$ cat src/adc_mux_pkg.sv
// constants shared by the input-select block: offsets, fields, codes and line indices
package adc_mux_pkg;
  // register bus
  localparam int unsigned ADDR_W             = 8;
  localparam int unsigned DATA_W             = 32;
  localparam logic [7:0]  OFF_INPUT_SELECT   = 8'h00;
  localparam logic [7:0]  OFF_SCAN_SELECT    = 8'h04;
  localparam logic [7:0]  OFF_CONTROL        = 8'h08;
  localparam logic [7:0]  OFF_STATUS         = 8'h0C;

  // input-select fields
  localparam int unsigned SEL_W              = 4;
  localparam int unsigned NEG_B_BIT          = 31;
  localparam int unsigned POS_B_LSB          = 24;
  localparam int unsigned NEG_A_BIT          = 23;
  localparam int unsigned POS_A_LSB          = 16;
  localparam logic [31:0] INPUT_SELECT_WMASK = 32'h8F8F_0000;
  localparam logic [31:0] INPUT_SELECT_RESET = 32'h0000_0000;

  // scan-select fields
  localparam int unsigned SCAN_W             = 16;
  localparam logic [15:0] SCAN_SELECT_RESET  = 16'h0000;
  localparam int unsigned SCAN_CTU_BIT       = 13;
  localparam int unsigned SCAN_INTERNAL_VOLTAGE_REFERENCE_BIT     = 14;
  localparam int unsigned SCAN_GROUND_BIT    = 15;

  // control fields
  localparam int unsigned CTRL_W             = 3;
  localparam int unsigned CTRL_ALT_BIT       = 0;
  localparam int unsigned CTRL_SCAN_BIT      = 1;
  localparam int unsigned CTRL_CAL_BIT       = 2;
  localparam logic [2:0]  CTRL_RESET         = 3'h0;

  // status fields
  localparam int unsigned STAT_B_BIT         = 0;
  localparam int unsigned STAT_SCANNED_BIT   = 1;
  localparam int unsigned STAT_CAL_BIT       = 2;
  localparam int unsigned STAT_IDX_LSB       = 4;

  // positive-input codes
  localparam logic [3:0]  CODE_LAST_ANALOG   = 4'hC;
  localparam logic [3:0]  CODE_TEMPERATURE   = 4'hD;
  localparam logic [3:0]  CODE_INTERNAL_VOLTAGE_REFERENCE         = 4'hE;
  localparam logic [3:0]  CODE_OPEN          = 4'hF;

  // positive mux select lines, one-hot; lines 0..12 are the analog inputs
  localparam int unsigned POS_LINES          = 18;
  localparam int unsigned LINE_TEMPERATURE   = 13;
  localparam int unsigned LINE_CHARGE_UNIT   = 14;
  localparam int unsigned LINE_INTERNAL_VOLTAGE_REFERENCE         = 15;
  localparam int unsigned LINE_GROUND        = 16;
  localparam int unsigned LINE_LOW_REF       = 17;
  localparam logic [17:0] POS_LINES_RESET    = 18'h0_0001;

  typedef enum logic {PHASE_A, PHASE_B} phase_t;
endpackage : adc_mux_pkg

$ cat src/adc_input_mux_select.sv
// input-select registers and mux select generation for converter channel 0
// Contract
// - Sample B negative select bit 31 picks low reference when 0 and analog input 1 when 1.
// - Bits 27 to 24 hold the Sample B positive select in the shared positive code.
// - Sample A negative select bit 23 picks low reference when 0 and analog input 1 when 1.
// - Bits 19 to 16 hold the Sample A positive select in the shared positive code.
// - Positive codes 0 to 12 select the analog input of that number.
// - Code 13 picks the temperature sensor, 14 the internal reference, 15 leaves it open.
// - Bits 30-28, 22-20 and 15-0 of the input-select register read zero, ignore writes.
// - The scan register has 16 read/write mask bits cleared at reset; bits 31-16 read zero.
// - Without alternation every sample uses A; with it the first uses A, then B and A alternate.
// - A set mask bit includes its input in the scan; bits 13, 14, 15 pick unit, reference, ground.
// - Scanning takes inputs from the mask, and calibration ties both inputs to low reference.
//
// Local design decisions: the strobed register port and the register addresses.
module adc_input_mux_select (
  input  wire logic        clk,
  input  wire logic        rst,
  input  wire logic [7:0]  addr,
  input  wire logic [31:0] wdata,
  input  wire logic        wr_strobe,
  input  wire logic        rd_strobe,
  output logic      [31:0] rdata,
  input  wire logic        sample_start,
  output logic      [17:0] pos_lines,
  output logic             neg_analog_1,
  output logic             neg_low_ref,
  output logic             sample_is_b
);
  // software-visible storage
  logic [31:0]               input_select_reg;
  logic [31:0]               input_select_next;
  logic [15:0]               scan_input_mask_reg;
  logic [15:0]               scan_input_mask_next;
  logic [2:0]                control_reg;
  logic [2:0]                control_next;

  // read answer, one cycle per strobe
  logic [31:0]               rdata_reg;
  logic [31:0]               rdata_next;

  // sequence position: A/B phase and scan pointer
  adc_mux_pkg::phase_t       phase_reg;
  adc_mux_pkg::phase_t       phase_next;
  logic [3:0]                scan_last_reg;
  logic [3:0]                scan_last_next;
  logic                      scan_restart_reg;
  logic                      scan_restart_next;

  // selection and status captured at the last sample start
  logic [17:0]               pos_lines_reg;
  logic [17:0]               pos_lines_next;
  logic                      neg_an1_reg;
  logic                      neg_an1_next;
  logic                      neg_low_reg;
  logic                      neg_low_next;
  logic                      cur_b_reg;
  logic                      cur_b_next;
  logic                      cur_scan_reg;
  logic                      cur_scan_next;
  logic [3:0]                cur_idx_reg;
  logic [3:0]                cur_idx_next;
  logic                      cur_cal_reg;
  logic                      cur_cal_next;

  // field views and the source chosen for this sample
  logic                      alternate_sample_enable;
  logic                      input_scan_enable;
  logic                      offset_calibration_enable;
  logic                      use_b;
  logic [3:0]                pos_select_sample_a;
  logic [3:0]                pos_select_sample_b;
  logic                      neg_select_sample_a;
  logic                      neg_select_sample_b;
  logic [3:0]                sel_pos_code;
  logic                      sel_neg_code;

  // submodule nets
  logic [3:0]                scan_idx;
  logic                      scan_found;
  logic [17:0]               dec_pos_lines;
  logic                      dec_neg_an1;
  logic                      dec_neg_low;
  logic                      ctrl_write;

  // field views of the stored registers
  assign pos_select_sample_b       = input_select_reg[adc_mux_pkg::POS_B_LSB +: 4];
  assign pos_select_sample_a       = input_select_reg[adc_mux_pkg::POS_A_LSB +: 4];
  assign neg_select_sample_b       = input_select_reg[adc_mux_pkg::NEG_B_BIT];
  assign neg_select_sample_a       = input_select_reg[adc_mux_pkg::NEG_A_BIT];
  assign alternate_sample_enable   = control_reg[adc_mux_pkg::CTRL_ALT_BIT];
  assign input_scan_enable         = control_reg[adc_mux_pkg::CTRL_SCAN_BIT];
  assign offset_calibration_enable = control_reg[adc_mux_pkg::CTRL_CAL_BIT];
  assign ctrl_write = wr_strobe && (addr == adc_mux_pkg::OFF_CONTROL);

  // B settings only when alternating and on the odd sample
  assign use_b = alternate_sample_enable && (phase_reg == adc_mux_pkg::PHASE_B);

  // A or B fields feed the decoder; the B pair is only used on a B phase
  always_comb begin
    if (use_b) begin
      sel_pos_code = pos_select_sample_b;
      sel_neg_code = neg_select_sample_b;
    end else begin
      sel_pos_code = pos_select_sample_a;
      sel_neg_code = neg_select_sample_a;
    end
  end

  adc_scan_pick u_scan_pick (
    .mask     (scan_input_mask_reg),
    .last_idx (scan_last_reg),
    .restart  (scan_restart_reg),
    .next_idx (scan_idx),
    .found    (scan_found),
    .wrapped  ()
  );

  adc_mux_decode u_mux_decode (
    .calibrate    (offset_calibration_enable),
    .scanning     (input_scan_enable),
    .scan_found   (scan_found),
    .scan_idx     (scan_idx),
    .pos_code     (sel_pos_code),
    .neg_code     (sel_neg_code),
    .pos_lines    (dec_pos_lines),
    .neg_analog_1 (dec_neg_an1),
    .neg_low_ref  (dec_neg_low)
  );

  // register writes; unimplemented bits are masked off before storage
  always_comb begin
    input_select_next    = input_select_reg;
    scan_input_mask_next = scan_input_mask_reg;
    control_next         = control_reg;
    if (wr_strobe) begin
      unique case (addr)
        adc_mux_pkg::OFF_INPUT_SELECT: begin
          input_select_next = wdata & adc_mux_pkg::INPUT_SELECT_WMASK;
        end
        adc_mux_pkg::OFF_SCAN_SELECT: begin
          scan_input_mask_next = wdata[15:0];
        end
        adc_mux_pkg::OFF_CONTROL: begin
          control_next = wdata[2:0];
        end
        default: begin
        end
      endcase
    end
  end

  // read data stands for exactly the cycle after the strobe
  always_comb begin
    rdata_next = 32'h0000_0000;
    if (rd_strobe) begin
      unique case (addr)
        adc_mux_pkg::OFF_INPUT_SELECT: begin
          rdata_next = input_select_reg; // reserved bits stored as zero
        end
        adc_mux_pkg::OFF_SCAN_SELECT: begin
          rdata_next = {16'h0000, scan_input_mask_reg};
        end
        adc_mux_pkg::OFF_CONTROL: begin
          rdata_next = {29'h0000_0000, control_reg};
        end
        adc_mux_pkg::OFF_STATUS: begin
          rdata_next[adc_mux_pkg::STAT_B_BIT]          = cur_b_reg;
          rdata_next[adc_mux_pkg::STAT_SCANNED_BIT]    = cur_scan_reg;
          rdata_next[adc_mux_pkg::STAT_CAL_BIT]        = cur_cal_reg;
          rdata_next[adc_mux_pkg::STAT_IDX_LSB +: 4]   = cur_idx_reg;
        end
        default: begin
          rdata_next = 32'h0000_0000; // unmapped reads answer zero
        end
      endcase
    end
  end

  // capture the decoded selection at each sample start
  always_comb begin
    pos_lines_next = pos_lines_reg;
    neg_an1_next   = neg_an1_reg;
    neg_low_next   = neg_low_reg;
    cur_b_next     = cur_b_reg;
    if (sample_start) begin
      pos_lines_next = dec_pos_lines;
      neg_an1_next   = dec_neg_an1;
      neg_low_next   = dec_neg_low;
      cur_b_next     = use_b && !input_scan_enable && !offset_calibration_enable;
    end
  end

  // status of the last sample; calibration is a flag of its own, since an empty
  // scan lands on the low reference lines as well
  always_comb begin
    cur_scan_next = cur_scan_reg;
    cur_cal_next  = cur_cal_reg;
    cur_idx_next  = cur_idx_reg;
    if (sample_start) begin
      cur_scan_next = input_scan_enable && !offset_calibration_enable;
      cur_cal_next  = offset_calibration_enable;
      cur_idx_next  = scan_idx;
    end
  end

  // sequence position: phase steps on each sample start, the scan pointer only on a scanned start with a set mask bit
  always_comb begin
    phase_next        = phase_reg;
    scan_last_next    = scan_last_reg;
    scan_restart_next = scan_restart_reg;
    if (sample_start) begin
      // alternate after each sample; stays on A when alternation is off
      if (alternate_sample_enable && phase_reg == adc_mux_pkg::PHASE_A) begin
        phase_next = adc_mux_pkg::PHASE_B;
      end else begin
        phase_next = adc_mux_pkg::PHASE_A;
      end
      // step the scan pointer only over included inputs
      if (input_scan_enable && scan_found) begin
        scan_last_next    = scan_idx;
        scan_restart_next = 1'b0;
      end
    end
    // a control write starts a fresh sequence, so the next sample is A again
    if (ctrl_write) begin
      phase_next        = adc_mux_pkg::PHASE_A;
      scan_restart_next = 1'b1;
    end
  end

  // software registers
  always_ff @(posedge clk) begin
    if (rst) begin
      input_select_reg    <= adc_mux_pkg::INPUT_SELECT_RESET;
      scan_input_mask_reg <= adc_mux_pkg::SCAN_SELECT_RESET;
      control_reg         <= adc_mux_pkg::CTRL_RESET;
    end else begin
      input_select_reg    <= input_select_next;
      scan_input_mask_reg <= scan_input_mask_next;
      control_reg         <= control_next;
    end
  end

  // read answer; idles at zero
  always_ff @(posedge clk) begin
    if (rst) begin
      rdata_reg <= 32'h0000_0000;
    end else begin
      rdata_reg <= rdata_next;
    end
  end

  // sequence position; reset starts on A with a fresh scan
  always_ff @(posedge clk) begin
    if (rst) begin
      phase_reg        <= adc_mux_pkg::PHASE_A;
      scan_last_reg    <= 4'h0;
      scan_restart_reg <= 1'b1;
    end else begin
      phase_reg        <= phase_next;
      scan_last_reg    <= scan_last_next;
      scan_restart_reg <= scan_restart_next;
    end
  end

  // captured selection; reset shows analog input 0 against the low reference
  always_ff @(posedge clk) begin
    if (rst) begin
      pos_lines_reg <= adc_mux_pkg::POS_LINES_RESET;
      neg_an1_reg   <= 1'b0;
      neg_low_reg   <= 1'b1;
      cur_b_reg     <= 1'b0;
    end else begin
      pos_lines_reg <= pos_lines_next;
      neg_an1_reg   <= neg_an1_next;
      neg_low_reg   <= neg_low_next;
      cur_b_reg     <= cur_b_next;
    end
  end

  // last-sample status
  always_ff @(posedge clk) begin
    if (rst) begin
      cur_scan_reg <= 1'b0;
      cur_cal_reg  <= 1'b0;
      cur_idx_reg  <= 4'h0;
    end else begin
      cur_scan_reg <= cur_scan_next;
      cur_cal_reg  <= cur_cal_next;
      cur_idx_reg  <= cur_idx_next;
    end
  end

  // outputs come straight from flops
  assign rdata        = rdata_reg;
  assign pos_lines    = pos_lines_reg;
  assign neg_analog_1 = neg_an1_reg;
  assign neg_low_ref  = neg_low_reg;
  assign sample_is_b  = cur_b_reg;
endmodule : adc_input_mux_select

$ cat src/adc_mux_decode.sv
// turns a chosen input into one-hot positive lines and the negative select pair
module adc_mux_decode (
  input  wire logic        calibrate,
  input  wire logic        scanning,
  input  wire logic        scan_found,
  input  wire logic [3:0]  scan_idx,
  input  wire logic [3:0]  pos_code,
  input  wire logic        neg_code,
  output logic      [17:0] pos_lines,
  output logic             neg_analog_1,
  output logic             neg_low_ref
);
  // positive side
  always_comb begin
    pos_lines = '0;
    if (calibrate) begin
      pos_lines[adc_mux_pkg::LINE_LOW_REF] = 1'b1;
    end else if (scanning) begin
      if (!scan_found) begin
        pos_lines[adc_mux_pkg::LINE_LOW_REF] = 1'b1; // empty mask: convert low ref
      end else if (scan_idx <= adc_mux_pkg::CODE_LAST_ANALOG) begin
        pos_lines[scan_idx] = 1'b1;
      end else if (scan_idx == 4'(adc_mux_pkg::SCAN_CTU_BIT)) begin
        pos_lines[adc_mux_pkg::LINE_CHARGE_UNIT] = 1'b1;
      end else if (scan_idx == 4'(adc_mux_pkg::SCAN_INTERNAL_VOLTAGE_REFERENCE_BIT)) begin
        pos_lines[adc_mux_pkg::LINE_INTERNAL_VOLTAGE_REFERENCE] = 1'b1;
      end else begin
        pos_lines[adc_mux_pkg::LINE_GROUND] = 1'b1;
      end
    end else if (pos_code <= adc_mux_pkg::CODE_LAST_ANALOG) begin
      pos_lines[pos_code] = 1'b1;
    end else if (pos_code == adc_mux_pkg::CODE_TEMPERATURE) begin
      pos_lines[adc_mux_pkg::LINE_TEMPERATURE] = 1'b1;
    end else if (pos_code == adc_mux_pkg::CODE_INTERNAL_VOLTAGE_REFERENCE) begin
      pos_lines[adc_mux_pkg::LINE_INTERNAL_VOLTAGE_REFERENCE] = 1'b1;
    end
    // open code leaves every line low
  end

  // negative side; calibration ties it to low ref as well
  always_comb begin
    neg_analog_1 = !calibrate && neg_code;
    neg_low_ref  = calibrate || !neg_code;
  end
endmodule : adc_mux_decode

$ cat src/adc_scan_pick.sv
// finds the next set mask bit above the last scanned input, wrapping to the lowest
module adc_scan_pick (
  input  wire logic [15:0] mask,
  input  wire logic [3:0]  last_idx,
  input  wire logic        restart,
  output logic      [3:0]  next_idx,
  output logic             found,
  output logic             wrapped
);
  logic [15:0] above;

  // per bit: candidate if set and beyond the last one taken
  genvar i;
  generate
    for (i = 0; i < 16; i++) begin : g_above
      assign above[i] = mask[i] & (restart | (4'(i) > last_idx));
    end
  endgenerate

  // lowest candidate wins; with none above, wrap to the lowest set bit
  always_comb begin
    next_idx = 4'h0;
    found    = |mask;
    wrapped  = (above == 16'h0000);
    for (int k = 15; k >= 0; k--) begin
      if (wrapped ? mask[k] : above[k]) begin
        next_idx = 4'(k);
      end
    end
  end
endmodule : adc_scan_pick

$ cat config.mk
export PLATFORM = sky130hd
export DESIGN_NAME = adc_input_mux_select
export DESIGN_NICKNAME = d
export VERILOG_FILES = /design/src/adc_mux_pkg.sv /design/src/adc_input_mux_select.sv /design/src/adc_mux_decode.sv /design/src/adc_scan_pick.sv
export SDC_FILE = /design/constraint.sdc
export NUM_CORES = 1
export LEC_CHECK = 0
export ABC_CLOCK_PERIOD_IN_PS = 2700
export BUFFER_PORTS_ARGS = -buffer_cell sky130_fd_sc_hd__buf_2
export CAP_MARGIN = 20
export CELL_PAD_IN_SITES_DETAIL_PLACEMENT = 1
export CELL_PAD_IN_SITES_GLOBAL_PLACEMENT = 1
export CORE_UTILIZATION = 37
export CTS_BUF_LIST = sky130_fd_sc_hd__clkbuf_2
export DETAILED_ROUTE_END_ITERATION = 7
export PLACE_DENSITY = 0.89
export SLEW_MARGIN = 15
export SYNTH_ARGS = -nofsm -noshare
export SYNTH_HDL_FRONTEND = slang
export SYNTH_SLANG_ARGS = --single-unit
$ cat constraint.sdc
create_clock -name clk -period 2.7 [get_ports clk]
set_input_delay 0.81 -clock clk [delete_from_list [all_inputs] [get_ports clk]]
set_output_delay 0.81 -clock clk [all_outputs]
set_load 0.03 [all_outputs]
Word level (Yosys, flattened, before mapping)
Index checks and enable logic that the tools add are counted.
{ "op_classes": {"n_eq_ne": 7, "n_reduce_logical": 24, "magnitude_cmp": 22, "bitwise": 35, "muxes": 60} }
{ "ops": {"columns": ["operator", "count"], "rows": [
  ["2-to-1 mux 4 bit", 17],
  ["case mux 24 bit (2 select lines)", 1],
  ["2-to-1 mux 17 bit", 2],
  ["greater-than comparator 4 bit (first input constant)", 8],
  ["2-to-1 mux 1 bit", 31],
  ["2-to-1 mux 18 bit", 1],
  ["bitwise AND 1 bit", 16],
  ["equality test 4 bit (second input constant)", 4],
  ["equality test 8 x 4 -> 1 bit (second input constant)", 2],
  ["greater-than comparator 3 x 4 -> 1 bit (first input constant)", 4],
  ["logical NOT 16 bit", 1],
  ["OR 1 bit", 16],
  ["OR reduction 16 bit", 1],
  ["2-to-1 mux 14 bit", 1],
  ["2-to-1 mux 13 bit", 1],
  ["< comparator 4 x 6 -> 1 bit (second input constant)", 2],
  ["logical AND 1 bit", 10],
  ["case mux 3 bit (3 select lines)", 1],
  ["demux 1 bit (select 4 bit)", 2],
  ["equality test 8 x 3 -> 1 bit (second input constant)", 1],
  ["greater-or-equal comparator 4 x 1 -> 1 bit (second input constant)", 2],
  ["greater-than comparator 1 x 4 -> 1 bit (first input constant)", 2],
  ["greater-than comparator 2 x 4 -> 1 bit (first input constant)", 2],
  ["<= comparator 4 bit (second input constant)", 2],
  ["other kinds (10)", 18]
]} }
{ "totals": {"elab_cells": 163, "ff_bits": 94, "out_inout_bits": 53} }

Longest topological paths before layout
Gate-level depths: netlist of run 1.
{ "logic_depth": {"ltp_word": 29, "depth_mapped": 15, "depth_no_buf": 10} }

Modules after synthesis
From an unflattened synthesis of run 1, not the netlist that was laid out.
{ "unflattened": {"hier_cells": 488, "area_unflattened_um2": 4555.6} }
{ "by_module_without_submodules": {"columns": ["module", "cells_each", "seq_area_each_um2", "instances", "area_per_inst_um2"], "rows": [
  ["adc_input_mux_select", 327, 1761.7, 1, 3487.1],
  ["adc_scan_pick", 124, 0.0, 1, 809.5],
  ["adc_mux_decode", 37, 0.0, 1, 259.0]
]} }

Worst setup path after synthesis of run 1
OpenSTA, ideal clock, no wires.
{ "synth_timing": {"path_kind": "register to register", "startpoint": "register scan_last_reg[0]", "endpoint": "register pos_lines_reg[1] (netlist: pos_lines[1])", "path_stages_with_launch": 12, "t_required_ns": 2.612, "period_less_slack_ns": 2.902, "path_slack_ns": -0.202, "arrival_ns": 2.814, "path_buffers": 1, "setup_ns": 0.088, "cell_sequence": "dfxtp_1 -> inv_2 -> maj3_2 -> o22a_1 -> or4_1 -> buf_2 -> o311a_1 -> and4b_1 -> o31a_1 -> nand2_2 -> nand3_1 -> o32ai_2"} }
{ "synth_via": {"elab_chain_len": 29, "word_cells_on_any_way": 91, "cone_classes": "order compare (19); mux (38); bitwise (32); reduce/logical (2)"} }
{ "synth_lines": {"columns": ["element", "line", "text"], "rows": [
  ["start: declaration", "adc_input_mux_select.sv:45", "logic [3:0] scan_last_reg;"],
  ["start signal: assignment", "adc_input_mux_select.sv:262", "scan_last_reg <= scan_last_next;"],
  ["greater-than comparator 1 x 4 -> 1 bit, or another cell as far along", "adc_scan_pick.sv:16", "assign above[i] = mask[i] & (restart | (4'(i) > last_idx));"],
  ["OR 1 bit", "adc_scan_pick.sv:16", null],
  ["bitwise AND 1 bit", "adc_scan_pick.sv:16", null],
  ["logical NOT 16 bit", "adc_scan_pick.sv:24", "wrapped = (above == 16'h0000);"],
  ["2-to-1 mux 1 bit", "adc_scan_pick.sv:26", "if (wrapped ? mask[k] : above[k]) begin"],
  ["2-to-1 mux 4 bit (15 in series)", "adc_scan_pick.sv:26", null],
  ["2-to-1 mux 4 bit (*)", "adc_scan_pick.sv:26", null],
  ["< comparator 4 x 6 -> 1 bit (implied by the code) / greater-or-equal comparator 4 x 1 -> 1 bit (equally long branches)", "adc_mux_decode.sv:22", "pos_lines[scan_idx] = 1'b1;"],
  ["logical AND 1 bit (implied by the code)", "adc_mux_decode.sv:22", null],
  ["2-to-1 mux 1 bit (implied by the code)", "adc_mux_decode.sv:22", null],
  ["demux 1 bit (select 4 bit)", null, null],
  ["2-to-1 mux 14 bit (*)", "adc_mux_decode.sv:21", "end else if (scan_idx <= adc_mux_pkg::CODE_LAST_ANALOG) begin"],
  ["2-to-1 mux 17 bit (*)", "adc_mux_decode.sv:19", "if (!scan_found) begin"],
  ["2-to-1 mux 18 bit (*)", "adc_mux_decode.sv:18", "end else if (scanning) begin"],
  ["2-to-1 mux 17 bit (*)", "adc_mux_decode.sv:16", "if (calibrate) begin"],
  ["end signal: assignment", "adc_input_mux_select.sv:270", "pos_lines_reg <= adc_mux_pkg::POS_LINES_RESET;"],
  ["end signal: assignment", "adc_input_mux_select.sv:275", "pos_lines_reg <= pos_lines_next;"],
  ["end: declaration", "adc_input_mux_select.sv:51", "logic [17:0] pos_lines_reg;"]
]} }
Mark *: on every way between the ends. The rest lies on a longest branch, timed or not.
A chain may end at the register's enable or synchronous reset.

Final worst setup path of run 1
{ "layout_timing": {"startpoint": "register scan_restart_reg", "endpoint": "register pos_lines_reg[8] (netlist: pos_lines[8])"} }
{ "layout_via": {"elab_chain_len": 28, "word_cells_on_any_way": 75, "cone_classes": "order compare (3); mux (38); bitwise (32); reduce/logical (2)"} }
{ "layout_lines": {"columns": ["element", "line", "text"], "rows": [
  ["start: declaration", "adc_input_mux_select.sv:47", "logic scan_restart_reg;"],
  ["start signal: assignment", "adc_input_mux_select.sv:263", "scan_restart_reg <= scan_restart_next;"],
  ["OR 1 bit", "adc_scan_pick.sv:16", null],
  ["bitwise AND 1 bit", "adc_scan_pick.sv:16", null],
  ["logical NOT 16 bit", "adc_scan_pick.sv:24", null],
  ["2-to-1 mux 1 bit", "adc_scan_pick.sv:26", null],
  ["2-to-1 mux 4 bit (15 in series)", "adc_scan_pick.sv:26", null],
  ["2-to-1 mux 4 bit (*)", "adc_scan_pick.sv:26", null],
  ["< comparator 4 x 6 -> 1 bit (implied by the code) / greater-or-equal comparator 4 x 1 -> 1 bit (equally long branches)", "adc_mux_decode.sv:22", null],
  ["logical AND 1 bit (implied by the code)", "adc_mux_decode.sv:22", null],
  ["2-to-1 mux 1 bit (implied by the code)", "adc_mux_decode.sv:22", null],
  ["demux 1 bit (select 4 bit)", null, null],
  ["2-to-1 mux 14 bit (*)", "adc_mux_decode.sv:21", null],
  ["2-to-1 mux 17 bit (*)", "adc_mux_decode.sv:19", null],
  ["2-to-1 mux 18 bit (*)", "adc_mux_decode.sv:18", null],
  ["2-to-1 mux 17 bit (*)", "adc_mux_decode.sv:16", null]
]} }
Marked as above.

==> results of run 1 <==
## power breakdown
group	internal [mW]	switching [mW]	total (mW)
clock	0.237	0.590	0.827
sequential	1.31	0.00305	1.31
combinational	0.0567	0.108	0.164
total	1.60	0.701	2.30
## path summary, 6_finish.rpt
kind                                  startpoint                endpoint  slack [ps]
worst max-delay path            scan_restart_reg            pos_lines[8]        -510
worst min-delay path                    wdata[1]  scan_input_mask_reg[1]         350
worst max register to register  scan_restart_reg            pos_lines[8]        -510
worst min register to register       neg_low_ref             neg_low_ref         480
## final cells by class
class	count	area (µm²)
Clock buffer	9	45.0
Clock inverter	7	85.1
Fill cell	1238	4280
Inverter	11	41.3
Multi-Input combinational cell	361	2630
Sequential cell	88	1780
Tap cell	136	170
Timing Repair Buffer	210	1480
## cells in the final DEF, fill, tap and decap left out, types with 4 or more instances in the layout
cell type / n
nand2b_1: 4
dfxtp_4: 4
nor2_1: 48
a31oi_4: 5
o21ai_0: 5
a22oi_1: 8
nor3_1: 11
inv_1: 9
nand3_2: 5
nand2b_4: 4
nand2_4: 6
conb_1: 6
and2_4: 5
buf_2: 85
and2_1: 19
o22ai_2: 4
clkbuf_2: 9
nand3_1: 11
mux2i_1: 26
buf_6: 19
o32ai_2: 4
dfxtp_1: 83
o21ai_2: 6
o21a_1: 5
nand2_1: 54
a21oi_1: 32
o22ai_1: 4
mux2_2: 4
buf_4: 103
and3_1: 8
## critical path, stage by stage, from the launching register on
cell and delay, ps:
dfxtp_2 420, nand3b_1 260, buf_4 200, o22a_1 210
or4_4 550, o311a_1 370, and4b_1 240, o31a_1 350
buf_4 190, nand2_8 80, nand2_4 70, o32ai_2 260
## metal layers
layer | vias to the layer above | wire [µm] | share of wire, %
li1 | 2112 | - | -
met1 | 2499 | 8230 | 37
met2 | 474 | 10400 | 46
met3 | 182 | 2130 | 9.5
met4 | 0 | 1750 | 7.8
met5 | - | 0 | 0
## cells by family after synthesis
family | Yosys count | synth area share (%)
buffers and inverters | 44 | 4.93
other | 1 | 0.0918
adders and majority gates | 1 | 0.276
and+or+nand+nor | 207 | 24.4
muxes | 31 | 7.72
AOI/OAI and AO/OA | 116 | 19.4
DFF | 88 | 43.1
## metrics by stage
| step | util (%) | cell area [µm²] | std cells | TNS (ps) | hold slack (ps) |
|---|---|---|---|---|---|
| after floorplan | - | 4150 | 493 | -1120 | 432 |
| after global placement | 50.2 | 5270 | 774 | -6800 | 432 |
| after detailed placement | 50.2 | 5270 | 774 | -8860 | 440 |
| after CTS | 56.3 | 5920 | 812 | -2900 | 385 |
| after global routing | 59.3 | 6230 | 822 | -10040 | 350 |
| final | 59.3 | 6230 | 822 | -8810 | 354 |
## repair_timing
action | 4_1_cts | 5_1_grt
gates resized for setup | 80 | 42
gates cloned | 0 | 1
pin swaps | 34 | 28
hold buffers | 0 | 0
endpoints found under the setup margin | 24 | 24
setup buffers | 22 | 12
==> metrics.txt, run 1 <==
slew at the pin closest to its max-slew limit 1040 ps; total CTS buffers 9; CP Data Required Time 3320 ps; Ys Warns 0; Yosys top cell area share 43.1%; global route total overflow 0; Clk Tree Root Cell clkbuf_2; hold path cells 3; clock sinks 88; busiest grt layer met2; antenna-violating nets left 0; H-tree depth 3; top cells by count, synth 88 x dfxtp_1, 61 x nand2_1, 50 x nor2_1; post-DR wirelength/cell 27.4 µm; setup ws final -506 ps; Worst R2R Path Depth 11; GR Util All Layers 33.7%; failing checks setup timing; Async SR Flop Fraction 0%; crit share post-route 119%; die width 107 µm; Net count, final 726; Initial Utilization 38.9%; vias 5267; max reg flops 26; Crit Path Max Fanout 6; CP Data Arrival Time 3820 ps; first-pass iteration count of the detailed router 5; status finished with violations; Static Leak 2.84 nW; placed wire-length estimate 11000 µm; Final setup viols 24; # port buffers 85; Final Total Pwr 2.30 mW; Core Region 10500 µm²; Cell Rows 37; RSZ-0062 raised after global routing yes; n_diodes 0; num ports 98; Hold Fails Final Rpt 0; syn_area_per_cell 8.37 µm²; DP Worst Slack -506 ps; most instantiated library cell after synthesis dfxtp_1; CP Launch Type register; ys flop type dfxtp_1; initial antenna violation count 0; Synth area leaders dfxtp_1 43%, mux2i_1 6.6%, nand2_1 5.6%; GR Util met2 56.5%; first-pass GRT wire length 28900 µm; Clock Skew 63.1 ps; Slew Viols, Final 0; Worst-Skew Late Latency 670 ps; Avg Vias per Cell 6.41; layout cells sized above 1 45.2%; achievable clock frequency 0.312 GHz; CP Class register to register; largest net degree at the start of global routing 39; VDD IR max 0.000226 V; number of synthesized register bits 88; Iter 0 DRT Violations 571; vias in the first global route 5142; pwr/cell area 369 nW/µm²; Critical Path End Type register; area grow syn2layout 52.5%; die area 11500 µm²; Placer Congestion 0.904; M1 GR Usage 40.1%; Post-Synthesis Cells 488; Worst-path clk slew 330 ps; DRC errors left 0; Yosys top cell by area dfxtp_1; synthesized area 4080 µm²; HP Class primary input to register; Total Wirelength 22500 µm; met3 Use GR 6.69%; Die Ht 107 µm; Max clock buf depth 2; post-synth cell types 62; Rel. slew slack 30.3%; max_cap viols 0; fin crit period 3210 ps; TritonCTS clock tree built; sequential fraction of the synthesis area 43.1%; Post-synth EDFFs 0
Note: power is estimated with default switching activity, not from simulation.
==> run 2: changes to the inputs <==
Settings changed: CORE_ASPECT_RATIO set to 0.8, PLACE_DENSITY 0.89 to not set, PLACE_DENSITY_LB_ADDON set to 0.1, RECOVER_POWER set to 50.
==> metrics.txt, run 2 (synthesized netlist as in run 1, its figures left out) <==
Clock Skew 32.1 ps (-30.9 ps); Final setup viols 25 (+4.2%); Slew Viols, Final 0 (unchanged); Setup crit start scan_input_mask_reg[5]; Placer Congestion 0.906 (+0.14%); Crit Path Max Fanout 6 (unchanged); achievable clock frequency 0.303 GHz (-3.0%); die width 119 µm (+12%); antenna-violating nets left 0 (unchanged); Initial Utilization 38.9% (+0.079 points); Worst R2R Path Depth 10 (-1); Hold Fails Final Rpt 0 (unchanged); layout cells sized above 1 46.8% (+1.6 points); fill count 1248 (+0.81%); global route total overflow 0 (unchanged); max_cap viols 0 (unchanged); area grow syn2layout 55.0%; TritonCTS clock tree built; # port buffers 85 (unchanged); crit path capture scan_last_reg[0]; multi-input logic area 2700 µm² (+2.5%); Cell Rows 33 (-11%); slew at the pin closest to its max-slew limit 717 ps (-320 ps); # hold bufs at CTS 0 (unchanged); H-tree depth 3 (unchanged); CP Launch Type register; CP cell instances buf_4 > nor3_1 > nand4_1 > nor3b_1 > nand2b_1 > inv_1 > nand2_1 > nor2_1 > and3_4 > a31o_4; RSZ-0062 raised after global routing yes; CP Class register to register; pwr/cell area 341 nW/µm² (-7.8%); Avg Vias per Cell 5.73 (-11%); most common cell after layout, fill and taps aside buf_4; DP Worst Slack -473 ps (+32.7 ps); buffers and inverters on the worst path 2 (unchanged); total CTS buffers 9 (unchanged); num ports 98 (unchanged); crit share post-route 122% (+3.7 points); failing checks setup timing; Final Total Pwr 2.16 mW (-6.3%); worst reg2reg path endpoint scan_last_reg[0]; Core Region 10500 µm² (-0.20%); flop-to-flop setup slack -610 ps (-100 ps); n_diodes 0 (unchanged); post-DR wirelength/cell 22.3 µm (-19%); largest net degree at the start of global routing 58 (+49%); Worst-path clk slew 290 ps (-40 ps); setup ws final -606 ps (-99.5 ps); Post-Layout Cell Count 832 (+1.2%); vias in the first global route 4650 (-9.6%); initial antenna violation count 0 (unchanged); die area 11500 µm² (about the same); fin util 60.3% (+1.1 points); Iter 0 DRT Violations 253 (-56%); Clk Tree Root Cell clkbuf_2; vias 4765 (-9.5%); Worst-Skew Late Latency 600 ps (-70 ps); Worst path top cell family by delay simple AND/OR/NAND/NOR gates; Total Wirelength 18500 µm (-18%); RR Startpoint scan_input_mask_reg[5]; commonest non-fill, non-tap cells in the layout 99 x buf_4, 85 x buf_2, 82 x dfxtp_1; fin crit period 3310 ps (+99.5 ps); max reg flops 26 (unchanged); DRC errors left 0 (unchanged); Static Leak 2.83 nW (-0.14%); CP max stage delay 630 ps (+80 ps); Reg area 1780 µm² (about the same); Die Ht 96.0 µm (-10%); Max clock buf depth 2 (unchanged); Rel. slew slack 52.1% (+22 points); CP Data Required Time 3210 ps (-110 ps); setup_tns -9530 ps (-721 ps); placed wire-length estimate 10900 µm (-1.3%); status finished with violations; slowest CP cell nor3b_1; WP depth 10 (-1); Critical Path End Type register; first-pass GRT wire length 25100 µm (-13%); VDD IR max 0.000173 V (-23%); HP Class primary input to register; clock sinks 88 (unchanged); CP Data Arrival Time 3820 ps (about the same); Net count, final 732 (+0.83%); GR Util All Layers 28.8% (-4.9 points); first-pass iteration count of the detailed router 5 (unchanged); Cells after DPL 779 (+0.65%)
==> run 2: cell type report <==
cell class                      count  area share, %
Timing Repair Buffer              215           24.0
Inverter                           11          0.652
Clock buffer                        9          0.712
Sequential cell                    88           28.1
Multi-Input combinational cell    362           42.6
Tap cell                          140           2.77
Clock inverter                      7           1.15
==> run 2: what timing repair did <==
action / 4_1_cts / 5_1_grt
buffers inserted: 31 / 12
setup endpoints to repair: 24 / 24
gates cloned: 1 / 0
hold endpoints to repair: 0 / 0
gates resized for setup: 86 / 58
pin swaps: 52 / 30
==> run 2: worst register-to-register path, cell delays in order, from the launching register on <==
cell and delay, ps:
dfxtp_1 400, buf_4 170, nor3_1 560, nand4_1 210
nor3b_1 630, nand2b_1 270, inv_1 150, nand2_1 330
nor2_1 100, and3_4 200, a31o_4 200
==> run 2: per-layer routing <==
metal  vias up  share of wire [%]  GRT usage (%)
met5         -                  0              0
met4         0                3.1           8.65
met3        51                6.8           6.34
met2       241                 48           48.6
met1      2347                 42           36.9
li1       2126                  -              -
==> run 2: per-stage QoR <==
step	area [µm²]	hold slack [ps]
floorplan	4150	432
global placement	5270	428
detailed placement	5270	440
CTS	5960	374
global route	6330	317
finish	6330	404
==> run 2: where the power goes <==
group	internal [mW]	total, mW	switching [mW]	leakage (nW)
logic	0.0534	0.150	0.0963	2.05
registers	1.30	1.31	0.00272	0.713
clock network	0.153	0.699	0.546	0.0697
==> run 2: worst min path at each step <==
stage,startpoint,to,slack [ps],cells after the start
6_report,wdata[14],scan_input_mask_reg[14],400,3
5_1_grt,wdata[11],scan_input_mask_reg[11],320,3
4_1_cts,rst,scan_last_reg[3],370,2
3_5_place_dp,pos_lines[16],pos_lines[16],440,2
3_3_place_gp,pos_lines[16],pos_lines[16],430,2
2_1_floorplan,cur_idx_reg[0],cur_idx_reg[0],430,2
==> run 3: changes to the inputs <==
Settings changed: PLACE_DENSITY set to 0.78, PLACE_DENSITY_LB_ADDON 0.1 to not set.
==> metrics.txt, run 3 (synthesized netlist as in run 1, its figures left out) <==
max_cap viols 0 (unchanged); CP Class register to register; antenna-violating nets left 0 (unchanged); hold path cells 3 (unchanged); Crit Path Max Fanout 5 (-1); Final Total Pwr 2.12 mW (-1.9%); Final setup viols 24 (-4.0%); pwr/cell area 353 nW/µm² (+3.7%); Total Wirelength 17500 µm (-5.8%); Static Leak 2.75 nW (-3.0%); Hold Fails Final Rpt 0 (unchanged); clock sinks 88 (unchanged); VDD IR max 0.000152 V (-12%); Clk Tree Root Cell clkbuf_2; failing checks setup timing; first-pass GRT wire length 23900 µm (-4.5%); global route total overflow 0 (unchanged); Worst R2R Path Depth 10 (unchanged); # port buffers 85 (unchanged); Rel. slew slack 57.1% (+5.0 points); vias 4714 (-1.1%); max reg flops 26 (unchanged); fin util 57.1% (-3.3 points); GR Util All Layers 27.3% (-1.5 points); first-pass iteration count of the detailed router 5 (unchanged); die area 11500 µm² (unchanged); flop-to-flop setup slack -430 ps (+180 ps); crit share post-route 116% (-6.5 points); worst reg2reg path endpoint cur_idx_reg[1]; H-tree depth 3 (unchanged); Max clock buf depth 2 (unchanged); Placer Congestion 0.903 (-0.25%); num ports 98 (unchanged); Clock Skew 61.7 ps (+29.6 ps); hold endpoint scan_input_mask_reg[9]; Worst Hold Launch wdata[9]; layout cells sized above 1 43.1% (-3.7 points); Initial Utilization 38.9% (unchanged); Core Region 10500 µm² (unchanged); achievable clock frequency 0.319 GHz (+5.6%); CP Data Required Time 3160 ps (-50 ps); vias in the first global route 4468 (-3.9%); Worst-path clk slew 320 ps (+30 ps); Slew Viols, Final 0 (unchanged); slew at the pin closest to its max-slew limit 626 ps (-91.1 ps); Iter 0 DRT Violations 355 (+40%); placed wire-length estimate 11100 µm (+2.5%); DP Worst Slack -531 ps (-58.3 ps); Cell Rows 33 (unchanged); total CTS buffers 9 (unchanged); CP Data Arrival Time 3590 ps (-230 ps); area grow syn2layout 46.6%; Die Ht 96.0 µm (unchanged); Avg Vias per Cell 5.74 (+0.26%); commonest non-fill, non-tap cells in the layout 101 x buf_4, 85 x buf_2, 83 x dfxtp_1; status finished with violations; RR Startpoint scan_last_reg[0]; Net count, final 720 (-1.6%); die width 119 µm (unchanged); initial antenna violation count 0 (unchanged); most common cell after layout, fill and taps aside buf_4; setup ws final -430 ps (+175 ps); DRC errors left 0 (unchanged); post-DR wirelength/cell 21.3 µm (-4.5%); fin crit period 3130 ps (-175 ps); TritonCTS clock tree built; HP Class primary input to register; Critical Path End Type register; setup_tns -6960 ps (+2570 ps); CP Launch Type register; largest net degree at the start of global routing 34 (-41%); RSZ-0062 raised after global routing yes; Worst-Skew Late Latency 610 ps (about the same)
run 3: area by class of cell:
cell class | count | area (µm²)
inverter | 11 | 43.8
multi-input combinational | 361 | 2490
clock inverter | 7 | 52.6
antenna | 1 | 2.50
timing repair buffer | 204 | 1400
fill | 1271 | 4500
sequential | 88 | 1780
clock buffer | 9 | 45.0
tap | 140 | 175
run 3: how the worst max path moves through the flow:
stage | start | end | slack (ps) | cells after the start
2_1_floorplan | scan_restart_reg | pos_lines[1] | -140 | 12
3_3_place_gp | scan_last_reg[1] | pos_lines[1] | -430 | 10
3_5_place_dp | scan_last_reg[1] | cur_idx_reg[1] | -530 | 10
4_1_cts | scan_last_reg[1] | pos_lines[4] | -300 | 11
5_1_grt | scan_input_mask_reg[10] | pos_lines[15] | -480 | 14
6_report | scan_last_reg[0] | cur_idx_reg[1] | -430 | 10
run 3: per-layer routing:
layer	up-vias	track usage, %	share of wire [%]
met5	-	0	0
met4	0	7.19	2.9
met3	52	5.33	7.3
met2	234	45.2	48
met1	2330	36.4	42
li1	2098	-	-
run 3: critical path: stages, from the launching register on:
cell and delay (ps):
dfxtp_4 470, inv_2 60, maj3_2 300, o22a_1 220, or4_4 550, o311a_4 400
and4b_1 180, o31a_1 380, and2_4 230, mux2i_1 150, nor2_1 70
run 3: what timing repair did:
action / in CTS / in global routing
pin swaps: 24 / 37
buffers inserted: 17 / 9
cloned: 0 / 0
endpoints found under the setup margin: 24 / 24
gates resized for setup: 47 / 48
hold buffers: 0 / 0
run 3: per-stage QoR:
stage,instances,instance area [µm²],hold WS (ps)
after global routing,820,5980,384
after floorplan,493,4150,432
after detailed placement,783,5300,444
after global placement,783,5300,431
final,821,5990,381
after CTS,815,5710,406
run 3: where the power goes:
part	switching, mW	total [mW]	internal, mW
clock	0.528	0.662	0.134
sequential	0.00257	1.31	1.30
combinational	0.0951	0.148	0.0526
